### src/orla_cfg.svh
`ifndef ORLA_CFG_SVH
`define ORLA_CFG_SVH

// ----------------------------------------------------------------------------
// Opcode patterns
// ----------------------------------------------------------------------------
`define ORLA_OPC_OR_LIT     8'h09
`define ORLA_OPC_OR_REG     6'h04
`define ORLA_OPC_LDPTR      10'h3b8
`define ORLA_OPC_LDPTR2     4'h0

// ----------------------------------------------------------------------------
// Instruction field positions
// ----------------------------------------------------------------------------
`define ORLA_F_OP8          15:8
`define ORLA_F_OP6          15:10
`define ORLA_F_OP10         15:6
`define ORLA_F_OP4          15:12
`define ORLA_F_DEST         9
`define ORLA_F_ACC          8
`define ORLA_F_LIT8         7:0
`define ORLA_F_PSEL         5:4
`define ORLA_F_LITHI        3:0

// ----------------------------------------------------------------------------
// Addressing constants and reset values
// ----------------------------------------------------------------------------
`define ORLA_ILO_MAX        8'h5f
`define ORLA_ACC_LO_BANK    4'h0
`define ORLA_ACC_HI_BANK    4'hf
`define ORLA_IDX_PTR        2
`define ORLA_PTR_LAST       2'h2
`define ORLA_W_RST          8'h00
`define ORLA_PTR_RST        12'h000
`define ORLA_WORD_RST       16'h0000

`endif

### src/orla_pkg.sv
package orla_pkg;

    // Core phase states
    typedef enum logic [2:0] {
        ORLA_Q1,
        ORLA_Q2,
        ORLA_Q3,
        ORLA_Q4,
        ORLA_WAIT2,
        ORLA_Q2B,
        ORLA_Q3B,
        ORLA_Q4B
    } orla_state_t;

    // Decoded instruction kind
    typedef enum logic [1:0] {
        ORLA_K_OR_LIT,
        ORLA_K_OR_REG,
        ORLA_K_LDPTR,
        ORLA_K_NONE
    } orla_kind_t;

    // Data memory request
    typedef struct packed {
        logic        rd_en;
        logic        wr_en;
        logic [11:0] addr;
        logic [7:0]  wdata;
    } orla_mem_req_t;

    // Status flags touched by the OR instructions
    typedef struct packed {
        logic n;
        logic z;
    } orla_flags_t;

    // Pointer registers as seen outside
    typedef struct packed {
        logic [11:0] p2;
        logic [11:0] p1;
        logic [11:0] p0;
    } orla_ptrs_t;

endpackage : orla_pkg

### src/orla_core.sv
`timescale 1ns/1ps
`include "orla_cfg.svh"

module orla_core
    import orla_pkg::*;
(
    // Clock and reset
    input  wire logic          clock,
    input  wire logic          reset_n,
    // Instruction fetch
    input  wire logic          instr_valid,
    input  wire logic [15:0]   instr_word,
    output logic               instr_ready,
    output logic               instr_done,
    output logic               instr_bad,
    // Configuration
    input  wire logic          ext_set_en,
    input  wire logic [7:0]    bank_select_register,
    // Data memory
    output orla_mem_req_t      mem_req,
    input  wire logic [7:0]    mem_rd_data,
    // Core state
    output logic [7:0]         w_reg,
    output orla_flags_t        flags,
    output orla_ptrs_t         indirect_address_pointer
);

    // ------------------------------------------------------------------------
    // Helpers
    // ------------------------------------------------------------------------

    // N and Z from a result byte
    function automatic orla_flags_t nz_of(input logic [7:0] v);
        orla_flags_t f;
        f.n = v[7];
        f.z = (v == `ORLA_W_RST);
        return f;
    endfunction : nz_of

    // Effective data address of an 8-bit operand
    function automatic logic [11:0] eff_addr(input logic [7:0] f, input logic a,
                                             input logic ext, input logic [7:0] bank,
                                             input logic [11:0] idx);
        logic [11:0] r;
        r = `ORLA_PTR_RST;
        if (a)
            r = {bank[3:0], f};
        else if (f <= `ORLA_ILO_MAX && ext)
            r = idx + {`ORLA_ACC_LO_BANK, f};
        else if (f <= `ORLA_ILO_MAX)
            r = {`ORLA_ACC_LO_BANK, f};
        else
            r = {`ORLA_ACC_HI_BANK, f};
        return r;
    endfunction : eff_addr

    // ------------------------------------------------------------------------
    // State
    // ------------------------------------------------------------------------
    orla_state_t   state_q,  state_d;
    orla_kind_t    kind_q,   kind_d;
    logic [15:0]   ir_q,     ir_d;
    logic [7:0]    lo_q,     lo_d;
    logic [7:0]    res_q,    res_d;
    logic [7:0]    w_q,      w_d;
    orla_flags_t   flags_q,  flags_d;
    orla_mem_req_t req_q,    req_d;
    logic [11:0]   ptr_q [0:2];
    logic [11:0]   ptr_d [0:2];
    orla_kind_t    dec_kind;
    logic          take;

    // First-word decode
    always_comb begin
        if (instr_word[`ORLA_F_OP8] == `ORLA_OPC_OR_LIT)
            dec_kind = ORLA_K_OR_LIT;
        else if (instr_word[`ORLA_F_OP6] == `ORLA_OPC_OR_REG)
            dec_kind = ORLA_K_OR_REG;
        else if (instr_word[`ORLA_F_OP10] == `ORLA_OPC_LDPTR &&
                 instr_word[`ORLA_F_PSEL] <= `ORLA_PTR_LAST)
            dec_kind = ORLA_K_LDPTR;
        else
            dec_kind = ORLA_K_NONE;
    end

    assign take = instr_valid && instr_ready;

    // ------------------------------------------------------------------------
    // Next state
    // ------------------------------------------------------------------------
    always_comb begin
        state_d     = state_q;
        kind_d      = kind_q;
        ir_d        = ir_q;
        lo_d        = lo_q;
        res_d       = res_q;
        w_d         = w_q;
        flags_d     = flags_q;
        req_d       = req_q;
        req_d.rd_en = 1'b0;
        req_d.wr_en = 1'b0;
        ptr_d       = ptr_q;
        instr_ready = (state_q == ORLA_Q1) || (state_q == ORLA_WAIT2);
        instr_done  = 1'b0;
        instr_bad   = 1'b0;
        case (state_q)
            // Q1: decode and present the operand address
            ORLA_Q1: begin
                if (instr_valid) begin
                    ir_d   = instr_word;
                    kind_d = dec_kind;
                    if (dec_kind == ORLA_K_NONE) begin
                        instr_bad = 1'b1;
                    end else begin
                        state_d = ORLA_Q2;
                    end
                    if (dec_kind == ORLA_K_OR_REG) begin
                        req_d.rd_en = 1'b1;
                        req_d.addr  = eff_addr(instr_word[`ORLA_F_LIT8], instr_word[`ORLA_F_ACC],
                                               ext_set_en, bank_select_register,
                                               ptr_q[`ORLA_IDX_PTR]);
                    end
                end
            end
            // Q2: read register or literal
            ORLA_Q2: begin
                state_d = ORLA_Q3;
            end
            // Q3: process data
            ORLA_Q3: begin
                state_d = ORLA_Q4;
                if (kind_q == ORLA_K_OR_LIT)
                    res_d = w_q | ir_q[`ORLA_F_LIT8];
                else if (kind_q == ORLA_K_OR_REG) begin
                    res_d = w_q | mem_rd_data;
                    if (ir_q[`ORLA_F_DEST]) begin
                        req_d.wr_en = 1'b1;
                        req_d.wdata = w_q | mem_rd_data;
                    end
                end
            end
            // Q4: write destination
            ORLA_Q4: begin
                if (kind_q == ORLA_K_LDPTR) begin
                    ptr_d[ir_q[`ORLA_F_PSEL]][11:8] = ir_q[`ORLA_F_LITHI];
                    state_d = ORLA_WAIT2;
                end else begin
                    if (kind_q == ORLA_K_OR_LIT || !ir_q[`ORLA_F_DEST])
                        w_d = res_q;
                    flags_d    = nz_of(res_q);
                    instr_done = 1'b1;
                    state_d    = ORLA_Q1;
                end
            end
            // Second word of the pointer load
            ORLA_WAIT2: begin
                if (instr_valid) begin
                    if (instr_word[`ORLA_F_OP4] == `ORLA_OPC_LDPTR2) begin
                        lo_d    = instr_word[`ORLA_F_LIT8];
                        state_d = ORLA_Q2B;
                    end else begin
                        instr_bad = 1'b1;
                        state_d   = ORLA_Q1;
                    end
                end
            end
            ORLA_Q2B: begin
                state_d = ORLA_Q3B;
            end
            ORLA_Q3B: begin
                state_d = ORLA_Q4B;
            end
            // Low byte lands, flags untouched
            ORLA_Q4B: begin
                ptr_d[ir_q[`ORLA_F_PSEL]][7:0] = lo_q;
                instr_done = 1'b1;
                state_d    = ORLA_Q1;
            end
            default: begin
                state_d = ORLA_Q1;
            end
        endcase
    end

    // ------------------------------------------------------------------------
    // Registers
    // ------------------------------------------------------------------------
    always_ff @(posedge clock or negedge reset_n) begin
        if (!reset_n) begin
            state_q       <= ORLA_Q1;
            kind_q        <= ORLA_K_NONE;
            ir_q          <= `ORLA_WORD_RST;
            lo_q          <= `ORLA_W_RST;
            res_q         <= `ORLA_W_RST;
            w_q           <= `ORLA_W_RST;
            flags_q       <= '0;
            req_q         <= '0;
            for (int i = 0; i <= `ORLA_PTR_LAST; i++) begin
                ptr_q[i] <= `ORLA_PTR_RST;
            end
        end else begin
            state_q       <= state_d;
            kind_q        <= kind_d;
            ir_q          <= ir_d;
            lo_q          <= lo_d;
            res_q         <= res_d;
            w_q           <= w_d;
            flags_q       <= flags_d;
            req_q         <= req_d;
            ptr_q         <= ptr_d;
        end
    end

    // Outputs
    assign mem_req                     = req_q;
    assign w_reg                       = w_q;
    assign flags                       = flags_q;
    assign indirect_address_pointer.p0 = ptr_q[0];
    assign indirect_address_pointer.p1 = ptr_q[1];
    assign indirect_address_pointer.p2 = ptr_q[2];

    // ------------------------------------------------------------------------
    // Assertions
    // ------------------------------------------------------------------------
    logic acc_lit;
    logic acc_reg;
    logic acc_ptr;
    assign acc_lit = take && state_q == ORLA_Q1 && dec_kind == ORLA_K_OR_LIT;
    assign acc_reg = take && state_q == ORLA_Q1 && dec_kind == ORLA_K_OR_REG;
    assign acc_ptr = take && state_q == ORLA_Q1 && dec_kind == ORLA_K_LDPTR;

    property p_or_lit;
        @(posedge clock) disable iff (!reset_n)
        acc_lit |-> ##4 (w_q == ($past(w_q, 4) | $past(instr_word[7:0], 4)));
    endproperty
    a_or_lit: assert property (p_or_lit) else $error("OR literal result wrong");

    property p_or_flags;
        @(posedge clock) disable iff (!reset_n)
        acc_lit |-> ##4 (flags_q.z == (w_q == 8'h00) && flags_q.n == w_q[7]);
    endproperty
    a_or_flags: assert property (p_or_flags) else $error("N or Z flag wrong");

    property p_reg_read;
        @(posedge clock) disable iff (!reset_n)
        acc_reg |=> mem_req.rd_en &&
            (mem_req.addr[7:0] == $past(instr_word[7:0]) ||
             $past(!instr_word[8] && ext_set_en && instr_word[7:0] <= 8'h5f));
    endproperty
    a_reg_read: assert property (p_reg_read) else $error("Register read missing");

    property p_dest_w;
        @(posedge clock) disable iff (!reset_n)
        acc_reg && !instr_word[9] |-> ##3 !mem_req.wr_en ##1 w_q == $past(res_q);
    endproperty
    a_dest_w: assert property (p_dest_w) else $error("d=0 did not write W");

    property p_dest_f;
        @(posedge clock) disable iff (!reset_n)
        acc_reg && instr_word[9] |-> ##3 mem_req.wr_en ##1 $stable(w_q);
    endproperty
    a_dest_f: assert property (p_dest_f) else $error("d=1 did not write f");

    property p_bank;
        @(posedge clock) disable iff (!reset_n)
        acc_reg && instr_word[8] |=> mem_req.addr[11:8] == $past(bank_select_register[3:0]);
    endproperty
    a_bank: assert property (p_bank) else $error("Bank select not used");

    property p_indexed;
        @(posedge clock) disable iff (!reset_n)
        acc_reg && !instr_word[8] && ext_set_en && instr_word[7:0] <= 8'h5f
            |=> mem_req.addr == $past(ptr_q[2]) + {4'h0, $past(instr_word[7:0])};
    endproperty
    a_indexed: assert property (p_indexed) else $error("Indexed offset address wrong");

    property p_ptr_flags;
        @(posedge clock) disable iff (!reset_n)
        acc_ptr |-> ##4 flags_q == $past(flags_q, 4);
    endproperty
    a_ptr_flags: assert property (p_ptr_flags) else $error("Pointer load changed flags");

    property p_ptr_hi;
        @(posedge clock) disable iff (!reset_n)
        acc_ptr && instr_word[5:4] == 2'h1 |-> ##4 ptr_q[1][11:8] == $past(instr_word[3:0], 4);
    endproperty
    a_ptr_hi: assert property (p_ptr_hi) else $error("Pointer high nibble wrong");

    property p_four_phase;
        @(posedge clock) disable iff (!reset_n)
        (acc_lit || acc_reg) |-> !instr_done [*3] ##1 instr_done;
    endproperty
    a_four_phase: assert property (p_four_phase) else $error("OR not four phases");

endmodule : orla_core

### config.mk
export PLATFORM = sky130hd
export DESIGN_NAME = orla_core
export DESIGN_NICKNAME = d
export VERILOG_FILES = /design/src/orla_pkg.sv /design/src/orla_core.sv
export VERILOG_INCLUDE_DIRS = /design/src
export SDC_FILE = /design/constraint.sdc
export NUM_CORES = 1
export LEC_CHECK = 0
export BUFFER_PORTS_ARGS = -buffer_cell sky130_fd_sc_hd__buf_2
export CAP_MARGIN = 20
export CORE_MARGIN = 3
export CORE_UTILIZATION = 54
export CTS_CLUSTER_SIZE = 14
export DETAILED_ROUTE_END_ITERATION = 6
export GPL_TIMING_DRIVEN = 0
export HOLD_SLACK_MARGIN = 0.15
export PLACE_DENSITY = 0.85
export SLEW_MARGIN = 20
export SYNTH_ARGS = -nofsm -noshare
export SYNTH_HDL_FRONTEND = slang
export SYNTH_SLANG_ARGS = --single-unit
### constraint.sdc
create_clock -name clock -period 2.6 [get_ports clock]
set_clock_uncertainty 0.05 [all_clocks]
set_input_delay 0.13 -clock clock [delete_from_list [all_inputs] [get_ports clock]]
set_output_delay 0.13 -clock clock [all_outputs]
set_load 0.03 [all_outputs]
# Word level (Yosys, flattened, before mapping)
# Index checks and enable logic that the tools add are counted.
[totals] register_bits=99 elab_cells=100 out_inout_bits=71
[classes] n_reduce_logical=21 n_lt_le_gt_ge=4 addsub=1 mux=36 eq_ne=18 bitwise=5
[ops] operator="$bwmux 36" n=2
[ops] operator="$pmux 36 s2" n=1
[ops] operator="$demux 12 s2" n=2
[ops] operator="$mux 12" n=4
[ops] operator="$mux 36" n=1
[ops] operator="$mux 8" n=3
[ops] operator="$pmux 3 s8" n=1
[ops] operator="$or 8x8->8" n=2
[ops] operator="$mux 3" n=5
[ops] operator="$mux 1" n=13
[ops] operator="$add 12x8->12" n=1
[ops] operator="$eq 3x3->1 const B" n=4
[ops] operator="$reduce_and 3->1" n=4
[ops] operator="$eq 10x10->1 const B" n=1
[ops] operator="$eq 8x4->1 const B" n=1
[ops] operator="$le 8x7->1 const B" n=1
[ops] operator="$logic_not 8->1" n=1
[ops] operator="$ne 2x2->1 const B" n=4
[ops] operator="$reduce_and 2->1" n=4
[ops] operator="$eq 3x2->1 const B" n=2
[ops] operator="$eq 6x3->1 const B" n=1
[ops] operator="$eq 2x1->1 const B" n=2
[ops] operator="$eq 2x2->1 const B" n=2
[ops] operator="$logic_not 4->1" n=1
[ops] operator="15 further kinds" n=22

# Depth between registers and ports, before layout
# Gate-level depths: netlist of run 1.
[logic_depth] ltp_word=9 ltp_mapped=9 mapped_depth_nobuf=9

# Least setup slack after synthesis of run 1
# No wires, ideal clock.
[synth_timing] kind="register to register" startpoint="register ptr_q (netlist bit indirect_address_pointer[24])" endpoint="register req_q (netlist bit mem_req[18])" setup_ns=0.065 path_slack_ns=0.480 t_arrival_ns=2.005 required_ns=2.485 synth_period_minus_slack_ns=2.120 stages_incl_launch_ff=10 cell_sequence="dfrtp_1 ha_1 inv_1 fa_1 nor2b_1 o31a_1 o211ai_1 xor2_1 o221ai_1 o21a_1"
[synth_between] elab_chain_cells=3
[synth_rtl] element="from (decl)" line="orla_core.sv:68" rtl="logic [11:0] ptr_q [0:2];"
[synth_rtl] element="from (signal, indexed assignment)" line="orla_core.sv:199" rtl="ptr_q[i] <= `ORLA_PTR_RST;"
[synth_rtl] element="from (signal assigned)" line="orla_core.sv:210" rtl="ptr_q <= ptr_d;"
[synth_rtl] element="$add 12x8->12" line="orla_core.sv:49" rtl="r = idx + {`ORLA_ACC_LO_BANK, f};"
[synth_rtl] element="$mux 12" line="orla_core.sv:48" rtl="else if (f <= `ORLA_ILO_MAX && ext)"
[synth_rtl] element="$mux 12" line="orla_core.sv:46" rtl="if (a)"
[synth_rtl] element="to (signal assigned)" line="orla_core.sv:209" rtl="req_q <= req_d;"
[synth_rtl] element="to (decl)" line="orla_core.sv:67" rtl="orla_mem_req_t req_q, req_d;"
# Every way passes these cells.
# A chain may end at the register's enable or synchronous reset.

# Final worst setup path of run 1
[layout_timing] startpoint="register state_q[0]" endpoint="register req_q (netlist bit mem_req[1])"
[layout_between] elab_chain_cells=2
[layout_rtl] element="from (decl)" line="orla_core.sv:60" rtl="orla_state_t state_q, state_d;"
[layout_rtl] element="from (signal assigned)" line="orla_core.sv:202" rtl="state_q <= state_d;"
[layout_rtl] element="$eq 3x2->1" line="orla_core.sv:106" rtl="case (state_q)"
[layout_rtl] element="$reduce_and 4->1 (no line)"
# Every way passes these cells.

==> summary.md, run 1 <==
| Metric | Value |
|---|---|
| Ys Warns | 0 |
| Post-Synthesis Cells | ~410 |
| Full die area | 9680 sq um |
| CTS tree | built |
| Most frequent cells in the layout | 101 x buf_2, 96 x dfrtp_1, 63 x mux2_2, 35 x nor2_1, 33 x nand2_1 |
| Tmin final | around 2.3 ns |
| Max FFs per register | 36 |
| Pre-Repair DR Iteration Count | 5 |
| Final setup viols | 0 |
| First-pass GRT wire length | 18800 microns |
| Worst Path Max Fanout | 10 |
| Fin nets | between 500 and 600 |
| Met2 usage | between 40 and 50% |
| Final ANT Viol Nets | 0 |
| Post-Syn Nets | between 400 and 500 |
| Initial antenna violation count | 0 |
| TNS Setup | 0 ns |
| CTS root buffer | clkbuf_8 |
| Fillers | between 600 and 700 |
| CP max stage cell | nor3b_2 |
| Vias per std cell | approximately 5.7 |
| Clock Path Buffers | 2 |
| Post-route DRC | 0 |
| Crit path capture type | flop |
| Post-Syn Area | 4610 sq um |
| CP top delay family | simple AND/OR/NAND/NOR gates |
| Synth cell types | 45 |
| Clock sink total | 98 |
| Measured slew at the worst slew-check pin | around 0.94 ns |
| Utilization after layout | 69.7% |
| Commonest non-fill, non-tap cell in the layout | buf_2 |
| GRT met3 Usage | roughly 5.2% |
| Yosys reg bits | 98 |
| Pwr dens | 1040 nW/um^2 |
| Ys flop type | dfrtp_1 |
| Tot GR Track Use | 24.2% |
| Std-Cell Rows | 33 |
| Seq/Total Area, Yosys | approximately 53% |
| Final Wtd Congestion | between 0.8 and 0.9 |
| GRT Residual Overflow | 0 |
| 1st-iter DRT viols | 178 |
| I/O pin count | 107 |
| Via count | 3748 |
| Req. time, crit path | between 2 and 3 ns |
| Worst vdd ir | approximately 0.53 mV |
| Peak Freq | approximately 430 MHz |
| Worst-Skew Late Latency | 0.36 ns |
| Antenna cells | 0 |
| EDFF count, synth | 0 |
| CP max stage delay | ~0.47 ns |
| GR peak layer | met2 |
| CP Data Arrival Time | approximately 2.5 ns |
| Hold Crit Class | in -> reg |
| Initial core utilization | between 50 and 60% |
| GR Util met1 | approximately 30% |
| Asr flop ratio synth | 100% |
| H-Tree Depth | 3 |
| Slew Viols, Final | 0 |
| Area grow syn2layout | 24.8% |
| Setup CP Type | reg -> reg |
| Post-Route WL | between 10000 and 15000 microns |
| Core area | roughly 8300 sq um |
| Hold Vio Cnt, Final | 0 |
| Pin count of the biggest net entering global routing | between 70 and 80 |
| Number of max-cap violations | 0 |
| DPL Wire Length | a little over 8000 microns |
| Crit-path cells | inv_1, ha_1, nor3b_2, nand3_1, clkbuf_1, nand2_1, o21ai_0 |
| Status | complete, no violations |
| IO buf count | just over 100 |
| Clock buffer count from CTS | 9 |
| Ratio of cells with drive above 1 in the final layout | about 34% |
| Drt wl/cell | 17.5 microns |
| Mean Syn Cell Area | 11.3 sq um |
| Static Leak | approximately 0.0028 uW |
| Vias in the first global route | between 3000 and 4000 |
| Die height | slightly below 100 microns |
| Tcrit/Tclk final | 89.1% |
| Worst-path clk slew | approximately 0.10 ns |
| Bufs and invs on worst path | 2 |
| Worst slew margin | between 30 and 40% |
| Chip Width | 98.4 microns |
| Post-CTS Resized | 0 |
| RSZ-0062 raised after global routing | no |
| CP Launch Type | flop |
-- stage by stage --
| step | total power (uW) | worst slack (ns) | cells | instance area, sq um | hold slack (ns) |
|---|---|---|---|---|---|
| after floorplan | 4030 | 0.480 | 409 | 4610 | -0.216 |
| after global placement | 4670 | 0.286 | 616 | 5250 | 0.351 |
| after detailed placement | 4790 | 0.185 | 617 | 5280 | -0.0561 |
| after CTS | 6000 | 0.169 | 655 | 5750 | 0.150 |
| after global routing | 6350 | 0.0531 | 656 | 5750 | 0.180 |
| final | 6000 | 0.282 | 656 | 5750 | 0.163 |
-- kinds of logic (layout without fill, tap and decap cells) --
family	Yosys count	after routing	share of synthesized area, %
compound gates	77	77	10.1
xor+xnor	3	3	0.570
fa+ha+maj	15	15	4.24
buf+inv	23	165	1.96
flops	98	98	53.3
mux	66	66	16.0
simple gates	127	127	13.8
-- final timing paths --
| path | from | end | slack, ns | cells after the start |
|---|---|---|---|---|
| worst max-delay path | state_q[0] | mem_req[1] | 0.28 | 7 |
| worst min-delay path | instr_word[10] | kind_q[0] | 0.16 | 4 |
| worst max register to register | state_q[0] | mem_req[1] | 0.28 | 7 |
| worst min register to register | mem_req[3] | mem_req[3] | 0.44 | 2 |
| max in group asynchronous | reset_n | mem_req[9] | 0.95 | 3 |
| min in group asynchronous | reset_n | indirect_address_pointer[9] | 0.27 | 3 |
-- worst register-to-register path, stage by stage, from the launching register on --
cell	delay (ns)
dfrtp_1	0.43
inv_1	0.14
ha_1	0.23
nor3b_2	0.47
nand3_1	0.34
clkbuf_1	0.30
nand2_1	0.11
o21ai_0	0.11
-- synthesized netlist by cell type (3+ instances only) --
master    count  area [sq um]
nor3_1        9          45.0
and3_1        3          18.8
a31oi_1       3          18.8
ha_1         14           175
dfrtp_1      96          2400
nor2_1       35           131
or3_1         3          18.8
o21a_1        3          22.5
nor4_1        3          18.8
inv_1        12          45.0
a211oi_1     13          97.6
mux2i_1       3          30.0
nor3b_1       3          22.5
a21oi_1      22           110
nand2b_1      4          25.0
nand2_1      33           124
o21ai_0      24           120
mux2_2       63           709
nand3_1       7          35.0
nor2b_1      17           106
clkbuf_1     10          37.5
-- power breakdown --
part	switching [uW]	internal, uW
combinational	1460	898
clock	531	645
sequential	439	2030
total	2430	3570
-- area by class of cell --
| cell class | instances | area, sq um | area share, % |
|---|---|---|---|
| multi-input cells | 288 | 2060 | 35.9 |
| clock buffers | 10 | 128 | 2.22 |
| flip-flops and latches | 98 | 2450 | 42.7 |
| plain buffers | 11 | 45.0 | 0.783 |
| clock inverters | 6 | 114 | 1.98 |
| inverters | 12 | 45.0 | 0.783 |
| repair buffers | 126 | 772 | 13.4 |
| well taps | 105 | 131 | 2.28 |
-- metal layers --
layer / up-vias / share of wire, % / routed length (microns)
li1: 1738 / - / -
met1: 1833 / 41 / 4750
met2: 148 / 49 / 5640
met3: 29 / 6.6 / 754
met4: 0 / 2.9 / 338
met5: - / 0 / 0
-- what timing repair did --
action                     in CTS  in global routing
hold endpoints to repair      131                  0
setup endpoints to repair       0                  1
setup buffers                   0                  1
hold buffers                   22                  0
Note: power is estimated with default switching activity, not from simulation.
==> inputs of run 2 (changes only) <==
- CORE_UTILIZATION: 54 -> 56
- CTS_BUF_LIST: default -> sky130_fd_sc_hd__clkbuf_8
- PLACE_DENSITY: 0.85 -> 0.88
- RECOVER_POWER: default -> 100
==> run 2 against run 1 <==
  * The flow now finishes with violations (max-capacitance violations, max-slew violations)
  * Highest routed layer unchanged
  * Sequential share of layout area increased by 1.1 points
  * Setup slack got worse by 0.095 ns
  * Wire length down 4.2%
  * Largest cell class unchanged
  * Critical path type unchanged
  * Sequential power about the same
  * First-iteration DRC count up 11%
  * Combinational power is 6% lower
  * Final area fell by 2.6%
  * Clock power decreased by 18%
==> summary.md, run 2 (synthesized netlist as in run 1, its figures left out) <==
| Metric | Value |
|---|---|
| R2R depth | 8 (was 7) |
| Hold Vio Cnt, Final | 0 (unchanged) |
| Commonest non-fill, non-tap cell in the layout | dfrtp_1 (was buf_2) |
| WP depth | 8 (was 7) |
| Hold Crit Class | in -> reg (unchanged) |
| Sequential Power Share | 43.6% (was 41.1%) |
| Utilization after layout | 71.4% (was 69.7%) |
| CP Launch Type | flop (unchanged) |
| Status | complete, but fails checks (was complete, no violations) |
| Tmin final | 2.41 ns (was 2.32 ns) |
| Initial core utilization | 58.7% (was 55.8%) |
| Setup CP Type | reg -> reg (unchanged) |
| Net switching power | 2470 uW (was 2430 uW) |
| Worst Path Max Fanout | 7 (was 10) |
| Final setup viols | 0 (unchanged) |
| Drt wl/cell | 16.8 microns (was 17.5 microns) |
| Violated checks | max-capacitance violations, max-slew violations |
| DPL Wire Length | 8010 microns (was 8100 microns) |
| Worst-path clk slew | 0.10 ns (about the same) |
| Via count | 3648 (was 3748) |
| CTS tree | built (unchanged) |
| Reg2reg end | mem_req[17] (was mem_req[1]) |
| Gate power share | 39.4% (was 39.3%) |
| Worst slew margin | -36.4% (was 37.3%) |
| RSZ-0062 raised after global routing | no (unchanged) |
| Most frequent cells in the layout | 96 x dfrtp_1, 83 x clkbuf_1, 63 x mux2_2, 35 x nor2_1, 33 x nand2_1 (was 101 x buf_2, 96 x dfrtp_1, 63 x mux2_2, 35 x nor2_1, 33 x nand2_1) |
| Cell Area, Placed | 5280 sq um (about the same) |
| Hold slack | 0.163 ns (about the same) |
| Max FFs per register | 36 (unchanged) |
| Clock sink total | 98 (unchanged) |
| Fin nets | 597 (unchanged) |
| Final instance area | 5600 sq um (was 5750 sq um) |
| Post-route DRC | 0 (unchanged) |
| Pre-Repair DR Iteration Count | 4 (was 5) |
| Ratio of cells with drive above 1 in the final layout | 20.7% (was 33.9%) |
| Critical Path Source | state_q[0] (unchanged) |
| I/O pin count | 107 (unchanged) |
| Clock buffer count from CTS | 9 (unchanged) |
| Launch point of the worst reg-to-reg path | state_q[0] (unchanged) |
| Crit path capture type | flop (unchanged) |
| Crit-path cells | inv_1, ha_1, nand3b_1, or3_1, clkbuf_1, or3_1, mux2i_1, a211oi_1 (was inv_1, ha_1, nor3b_2, nand3_1, clkbuf_1, nand2_1, o21ai_0) |
| Clock Path Buffers | 2 (unchanged) |
| Full die area | 9350 sq um (was 9680 sq um) |
| Clock power share | 17.0% (was 19.6%) |
| Static Leak | 0.00253 uW (was 0.00280 uW) |
| Tcrit/Tclk final | 92.8% (was 89.1%) |
| 1st-iter DRT viols | 197 (was 178) |
| First-pass GRT wire length | 18600 microns (was 18800 microns) |
| Antenna cells | 0 (unchanged) |
| Std-Cell Rows | 32 (was 33) |
| Vias in the first global route | 3719 (was 3904) |
| CP Capture Point | mem_req[17] (was mem_req[1]) |
| Measured slew at the worst slew-check pin | 2.05 ns (was 0.937 ns) |
| Core area | 7850 sq um (was 8260 sq um) |
| H-Tree Depth | 3 (unchanged) |
| Bufs and invs on worst path | 2 (unchanged) |
| IO buf count | 102 (unchanged) |
| CTS root buffer | clkbuf_8 (unchanged) |
| Post-Route WL | 11000 microns (was 11500 microns) |
| Pwr dens | 1010 nW/um^2 (was 1040 nW/um^2) |
| Req. time, crit path | 2.80 ns (was 2.77 ns) |
| Pin count of the biggest net entering global routing | 62 (was 78) |
| CP max stage cell | dfrtp_1 (was nor3b_2) |
| CP Data Arrival Time | 2.61 ns (was 2.49 ns) |
| CP top delay family | simple AND/OR/NAND/NOR gates (unchanged) |
| Tot GR Track Use | 24.4% (was 24.2%) |
| Tot Pwr | 5670 uW (was 6000 uW) |
| Cell mode on critical path | or3_1 |
| Die height | 96.7 microns (was 98.4 microns) |
| Number of max-cap violations | 1 (was 0) |
| Worst vdd ir | 0.578 mV (was 0.532 mV) |
| Switching power share of the total | 43.6% (was 40.5%) |
| Initial antenna violation count | 0 (unchanged) |
| TNS Setup | 0 ns (unchanged) |
| GRT Residual Overflow | 0 (unchanged) |
| CP max stage delay | 0.43 ns (was 0.47 ns) |
| Final ANT Viol Nets | 0 (unchanged) |
| Internal | 3200 uW (was 3570 uW) |
| Slew Viols, Final | 38 (was 0) |
| Vias per std cell | 5.59 (was 5.71) |
| Peak Freq | 414 MHz (was 431 MHz) |
| R2R setup slack | 0.19 ns (was 0.28 ns) |
| Chip Width | 96.7 microns (was 98.4 microns) |
| Area grow syn2layout | 21.6% (was 24.8%) |
| Final Wtd Congestion | 0.896 (was 0.897) |
| Fillers | 610 (was 609) |
| Worst-Skew Late Latency | 0.38 ns (was 0.36 ns) |
## run 2: power by group through the flow
| stage | clock (uW) | sequential [uW] | combinational, uW |
|---|---|---|---|
| after detailed placement | 0 | 2490 | 2300 |
| final | 966 | 2470 | 2230 |
| after floorplan | 0 | 3030 | 1010 |
| after CTS | 985 | 2460 | 2340 |
| after global placement | 0 | 2430 | 2240 |
| after global routing | 1060 | 2550 | 2430 |
## run 2: per-layer routing
metal  global-route usage [%]  routed length, microns
met1                     31.7                    4700
met2                     40.3                    5440
met4                     7.02                     167
met5                        0                       0
met3                     6.92                     698
## run 2: how the worst min path moves through the flow
stage	start	endpoint	cells after the start
floorplan	reset_n	flags[0]	0
global placement	instr_word[9]	ir_q[9]	2
detailed placement	reset_n	mem_req[21]	1
CTS	instr_word[10]	kind_q[1]	4
global route	instr_word[10]	kind_q[1]	4
finish	instr_word[10]	kind_q[1]	4
## run 2: stage by stage
step,instances,setup WS [ns]
detailed placement,614,0.210
CTS,653,0.191
floorplan,409,0.480
finish,653,0.187
global placement,613,0.294
global route,653,0.0343
## run 2: final cells by class
type                            instances  area [sq um]  area share (%)
Clock buffer                            9           124            2.21
Tap cell                              102           128            2.28
Buffer                                 11          45.0           0.804
Inverter                               12          45.0           0.804
Clock inverter                          7          67.6            1.21
Timing Repair Buffer                  126           677            12.1
Multi-Input combinational cell        288          2060            36.8
Sequential cell                        98          2450            43.8
## run 2: tightest hold or removal path, delay by kind of cell
kind                   cells  cell delay (ns)
AOI/OAI and AO/OA          1             0.09
buffers and inverters      1             0.09
muxes                      1             0.14
and+or+nand+nor            1             0.12
## run 2: repair_timing
action                                  4_1_cts  5_1_grt
buffers inserted                              0        0
endpoints found under the hold margin       137        0
gates resized for setup                       0        0
endpoints found under the setup margin        0        0
hold buffers                                 23        0
==> inputs of run 3 (changes only) <==
- PLACE_DENSITY: 0.88 -> 0.89
==> run 3 against run 2 <==
  * The run still ends with max-capacitance violations, max-slew violations left
  * Clock-buffer cell count stayed put
  * Clock power hardly changed
  * Critical path depth is 1 higher
  * Via count is 2.0% higher
  * Combinational power hardly changed
  * Flip-flop and latch count stayed put
  * Critical path type is now in -> reg
  * Largest cell class unchanged
  * Highest routed layer unchanged
==> summary.md, run 3 (synthesized netlist as in run 1, its figures left out) <==
| Metric | Value |
|---|---|
| Met2 usage | 40.9% (was 40.3%) |
| Worst-Skew Late Latency | 0.38 ns (about the same) |
| TNS Setup | 0 ns (unchanged) |
| Slew Viols, Final | 76 (was 38) |
| CP max stage delay | 0.52 ns (was 0.43 ns) |
| Fin nets | 597 (unchanged) |
| CP Launch Type | input pin (was flop) |
| Number of max-cap violations | 1 (unchanged) |
| Clock sink total | 98 (unchanged) |
| RSZ-0062 raised after global routing | no (unchanged) |
| Pwr dens | 1020 nW/um^2 (was 1010 nW/um^2) |
| Post-Route WL | 11200 microns (was 11000 microns) |
| Cell Area, Placed | 5280 sq um (unchanged) |
| Ratio of cells with drive above 1 in the final layout | 20.1% (was 20.7%) |
| Std-Cell Rows | 32 (unchanged) |
| CTS tree | built (unchanged) |
| Worst-path clk slew | 0.09 ns (was 0.10 ns) |
| Violated checks | max-capacitance violations, max-slew violations (unchanged) |
| CTS root buffer | clkbuf_8 (unchanged) |
| Reg area | 2450 sq um (unchanged) |
| Drt wl/cell | 17.1 microns (was 16.8 microns) |
| Crit path capture type | flop (unchanged) |
| Max FFs per register | 36 (unchanged) |
| H-Tree Depth | 3 (unchanged) |
| First-pass GRT wire length | 19000 microns (was 18600 microns) |
| Layout Cells excl Fill | 653 (unchanged) |
| Pin count of the biggest net entering global routing | 76 (was 62) |
| Multi-input gate area | 2060 sq um (unchanged) |
| Peak Freq | 427 MHz (was 414 MHz) |
| Worst slew margin | -20.9% (was -36.4%) |
| Full die area | 9350 sq um (unchanged) |
| GRT met3 Usage | 6.42% (was 6.92%) |
| GR peak layer | met2 (unchanged) |
| 1st-iter DRT viols | 249 (was 197) |
| Crit-path cells | dlygate4sd3_1, clkbuf_1, ha_1, a21oi_1, nand2_1, o21ai_0, mux2_2, o21ai_0, a21oi_1 (was inv_1, ha_1, nand3b_1, or3_1, clkbuf_1, or3_1, mux2i_1, a211oi_1) |
| I/O pin count | 107 (unchanged) |
| GRT Residual Overflow | 0 (unchanged) |
| Final instance area | 5570 sq um (was 5600 sq um) |
| Bufs and invs on worst path | 2 (unchanged) |
| Vias in the first global route | 3884 (was 3719) |
| Tmin final | 2.34 ns (was 2.41 ns) |
| Core area | 7850 sq um (unchanged) |
| Antenna cells | 0 (unchanged) |
| Static Leak | 0.00251 uW (was 0.00253 uW) |
| Post-CTS Resized | 0 (unchanged) |
| Chip Width | 96.7 microns (unchanged) |
| Worst vdd ir | 0.565 mV (was 0.578 mV) |
| Post-route DRC | 0 (unchanged) |
| Most frequent cells in the layout | 96 x dfrtp_1, 86 x clkbuf_1, 61 x mux2_2, 35 x nor2_1, 33 x nand2_1 (was 96 x dfrtp_1, 83 x clkbuf_1, 63 x mux2_2, 35 x nor2_1, 33 x nand2_1) |
| Pre-Repair DR Iteration Count | 7 (was 4) |
| Clock buffer count from CTS | 9 (unchanged) |
| Via count | 3722 (was 3648) |
| Commonest non-fill, non-tap cell in the layout | dfrtp_1 (unchanged) |
| Tcrit/Tclk final | 90.1% (was 92.8%) |
| Vias per std cell | 5.70 (was 5.59) |
| CP Data Arrival Time | 2.55 ns (was 2.61 ns) |
| CP top delay family | buffers and inverters (was simple AND/OR/NAND/NOR gates) |
| Area grow syn2layout | 20.8% (was 21.6%) |
| Cells after DPL | 614 (unchanged) |
| Worst Path Max Fanout | 5 (was 7) |
| DPL Wire Length | 8060 microns (was 8010 microns) |
| Measured slew at the worst slew-check pin | 1.81 ns (was 2.05 ns) |
| GR Util met1 | 32.5% (was 31.7%) |
| Setup CP Type | in -> reg (was reg -> reg) |
| Status | complete, but fails checks (unchanged) |
| Hold Vio Cnt, Final | 0 (unchanged) |
| Req. time, crit path | 2.80 ns (about the same) |
| Final Wtd Congestion | 0.884 (was 0.896) |
| Clock Path Buffers | 2 (unchanged) |
| Final ANT Viol Nets | 0 (unchanged) |
| Initial core utilization | 58.7% (unchanged) |
| Hold Crit Class | in -> reg (unchanged) |
| Hold slack | 0.161 ns (was 0.163 ns) |
| Tot GR Track Use | 24.8% (was 24.4%) |
| Final setup viols | 0 (unchanged) |
| Initial antenna violation count | 0 (unchanged) |
| Fillers | 621 (was 610) |
| IO buf count | 102 (unchanged) |
| CP max stage cell | dlygate4sd3_1 (was dfrtp_1) |
| Die height | 96.7 microns (unchanged) |
[run 3: changes by cell type in the layout (fill, tap and decap cells not counted), sizes merged]
cell and delta:
dlygate4sd3 -2, clkinv -1, clkinvlp +1, clkbuf +4, buf -2
[run 3: final cells by class]
| type | count | share of cell area [%] |
|---|---|---|
| plain buffers | 11 | 0.809 |
| clock buffers | 9 | 2.23 |
| clock inverters | 7 | 1.19 |
| inverters | 12 | 0.809 |
| multi-input cells | 288 | 37.1 |
| flip-flops and latches | 98 | 44.1 |
| well taps | 102 | 2.29 |
| repair buffers | 126 | 11.5 |
[run 3: power breakdown]
| group | switching, uW | internal [uW] | leakage [uW] |
|---|---|---|---|
| registers | 444 | 2030 | 0.00121 |
| clock network | 588 | 374 | 0.0000922 |
| logic | 1450 | 785 | 0.00121 |
| total | 2480 | 3190 | 0.00251 |
[run 3: worst min-delay path, stage by stage]
cell     delay [ns]
buf_2          0.11
nor2b_1        0.12
nor3_1         0.13
nor3b_1        0.07
[run 3: path summary, 6_finish.rpt]
kind	start	to	slack (ns)	depth (start not counted)
worst max-delay path	instr_word[4]	mem_req[15]	0.26	9
worst min-delay path	ext_set_en	mem_req[19]	0.16	4
worst max register to register	state_q[0]	mem_req[17]	0.29	8
worst min register to register	mem_req[5]	mem_req[5]	0.44	2
max in group asynchronous	reset_n	indirect_address_pointer[29]	0.53	3
min in group asynchronous	reset_n	mem_req[4]	0.60	3
[run 3: routing by layer]
| metal | routed length (microns) | vias up |
|---|---|---|
| met5 | 0 | - |
| met1 | 4680 | 1844 |
| met2 | 5650 | 120 |
| li1 | - | 1738 |
| met3 | 654 | 20 |
| met4 | 176 | 0 |
[run 3: through the flow]
step           worst slack [ns]  utilization, %  total power [uW]
6_report                  0.257            70.9              5670
5_1_grt                  0.0910            70.9              6020
4_1_cts                   0.107            72.5              5780
3_5_place_dp              0.180            67.3              4800
3_3_place_gp              0.274            66.9              4660
2_1_floorplan             0.480               -              4030
[run 3: what timing repair did]
item,in CTS,in global routing
endpoints found under the setup margin,0,1
setup buffers,0,1
hold endpoints to repair,133,0
hold buffers,22,0
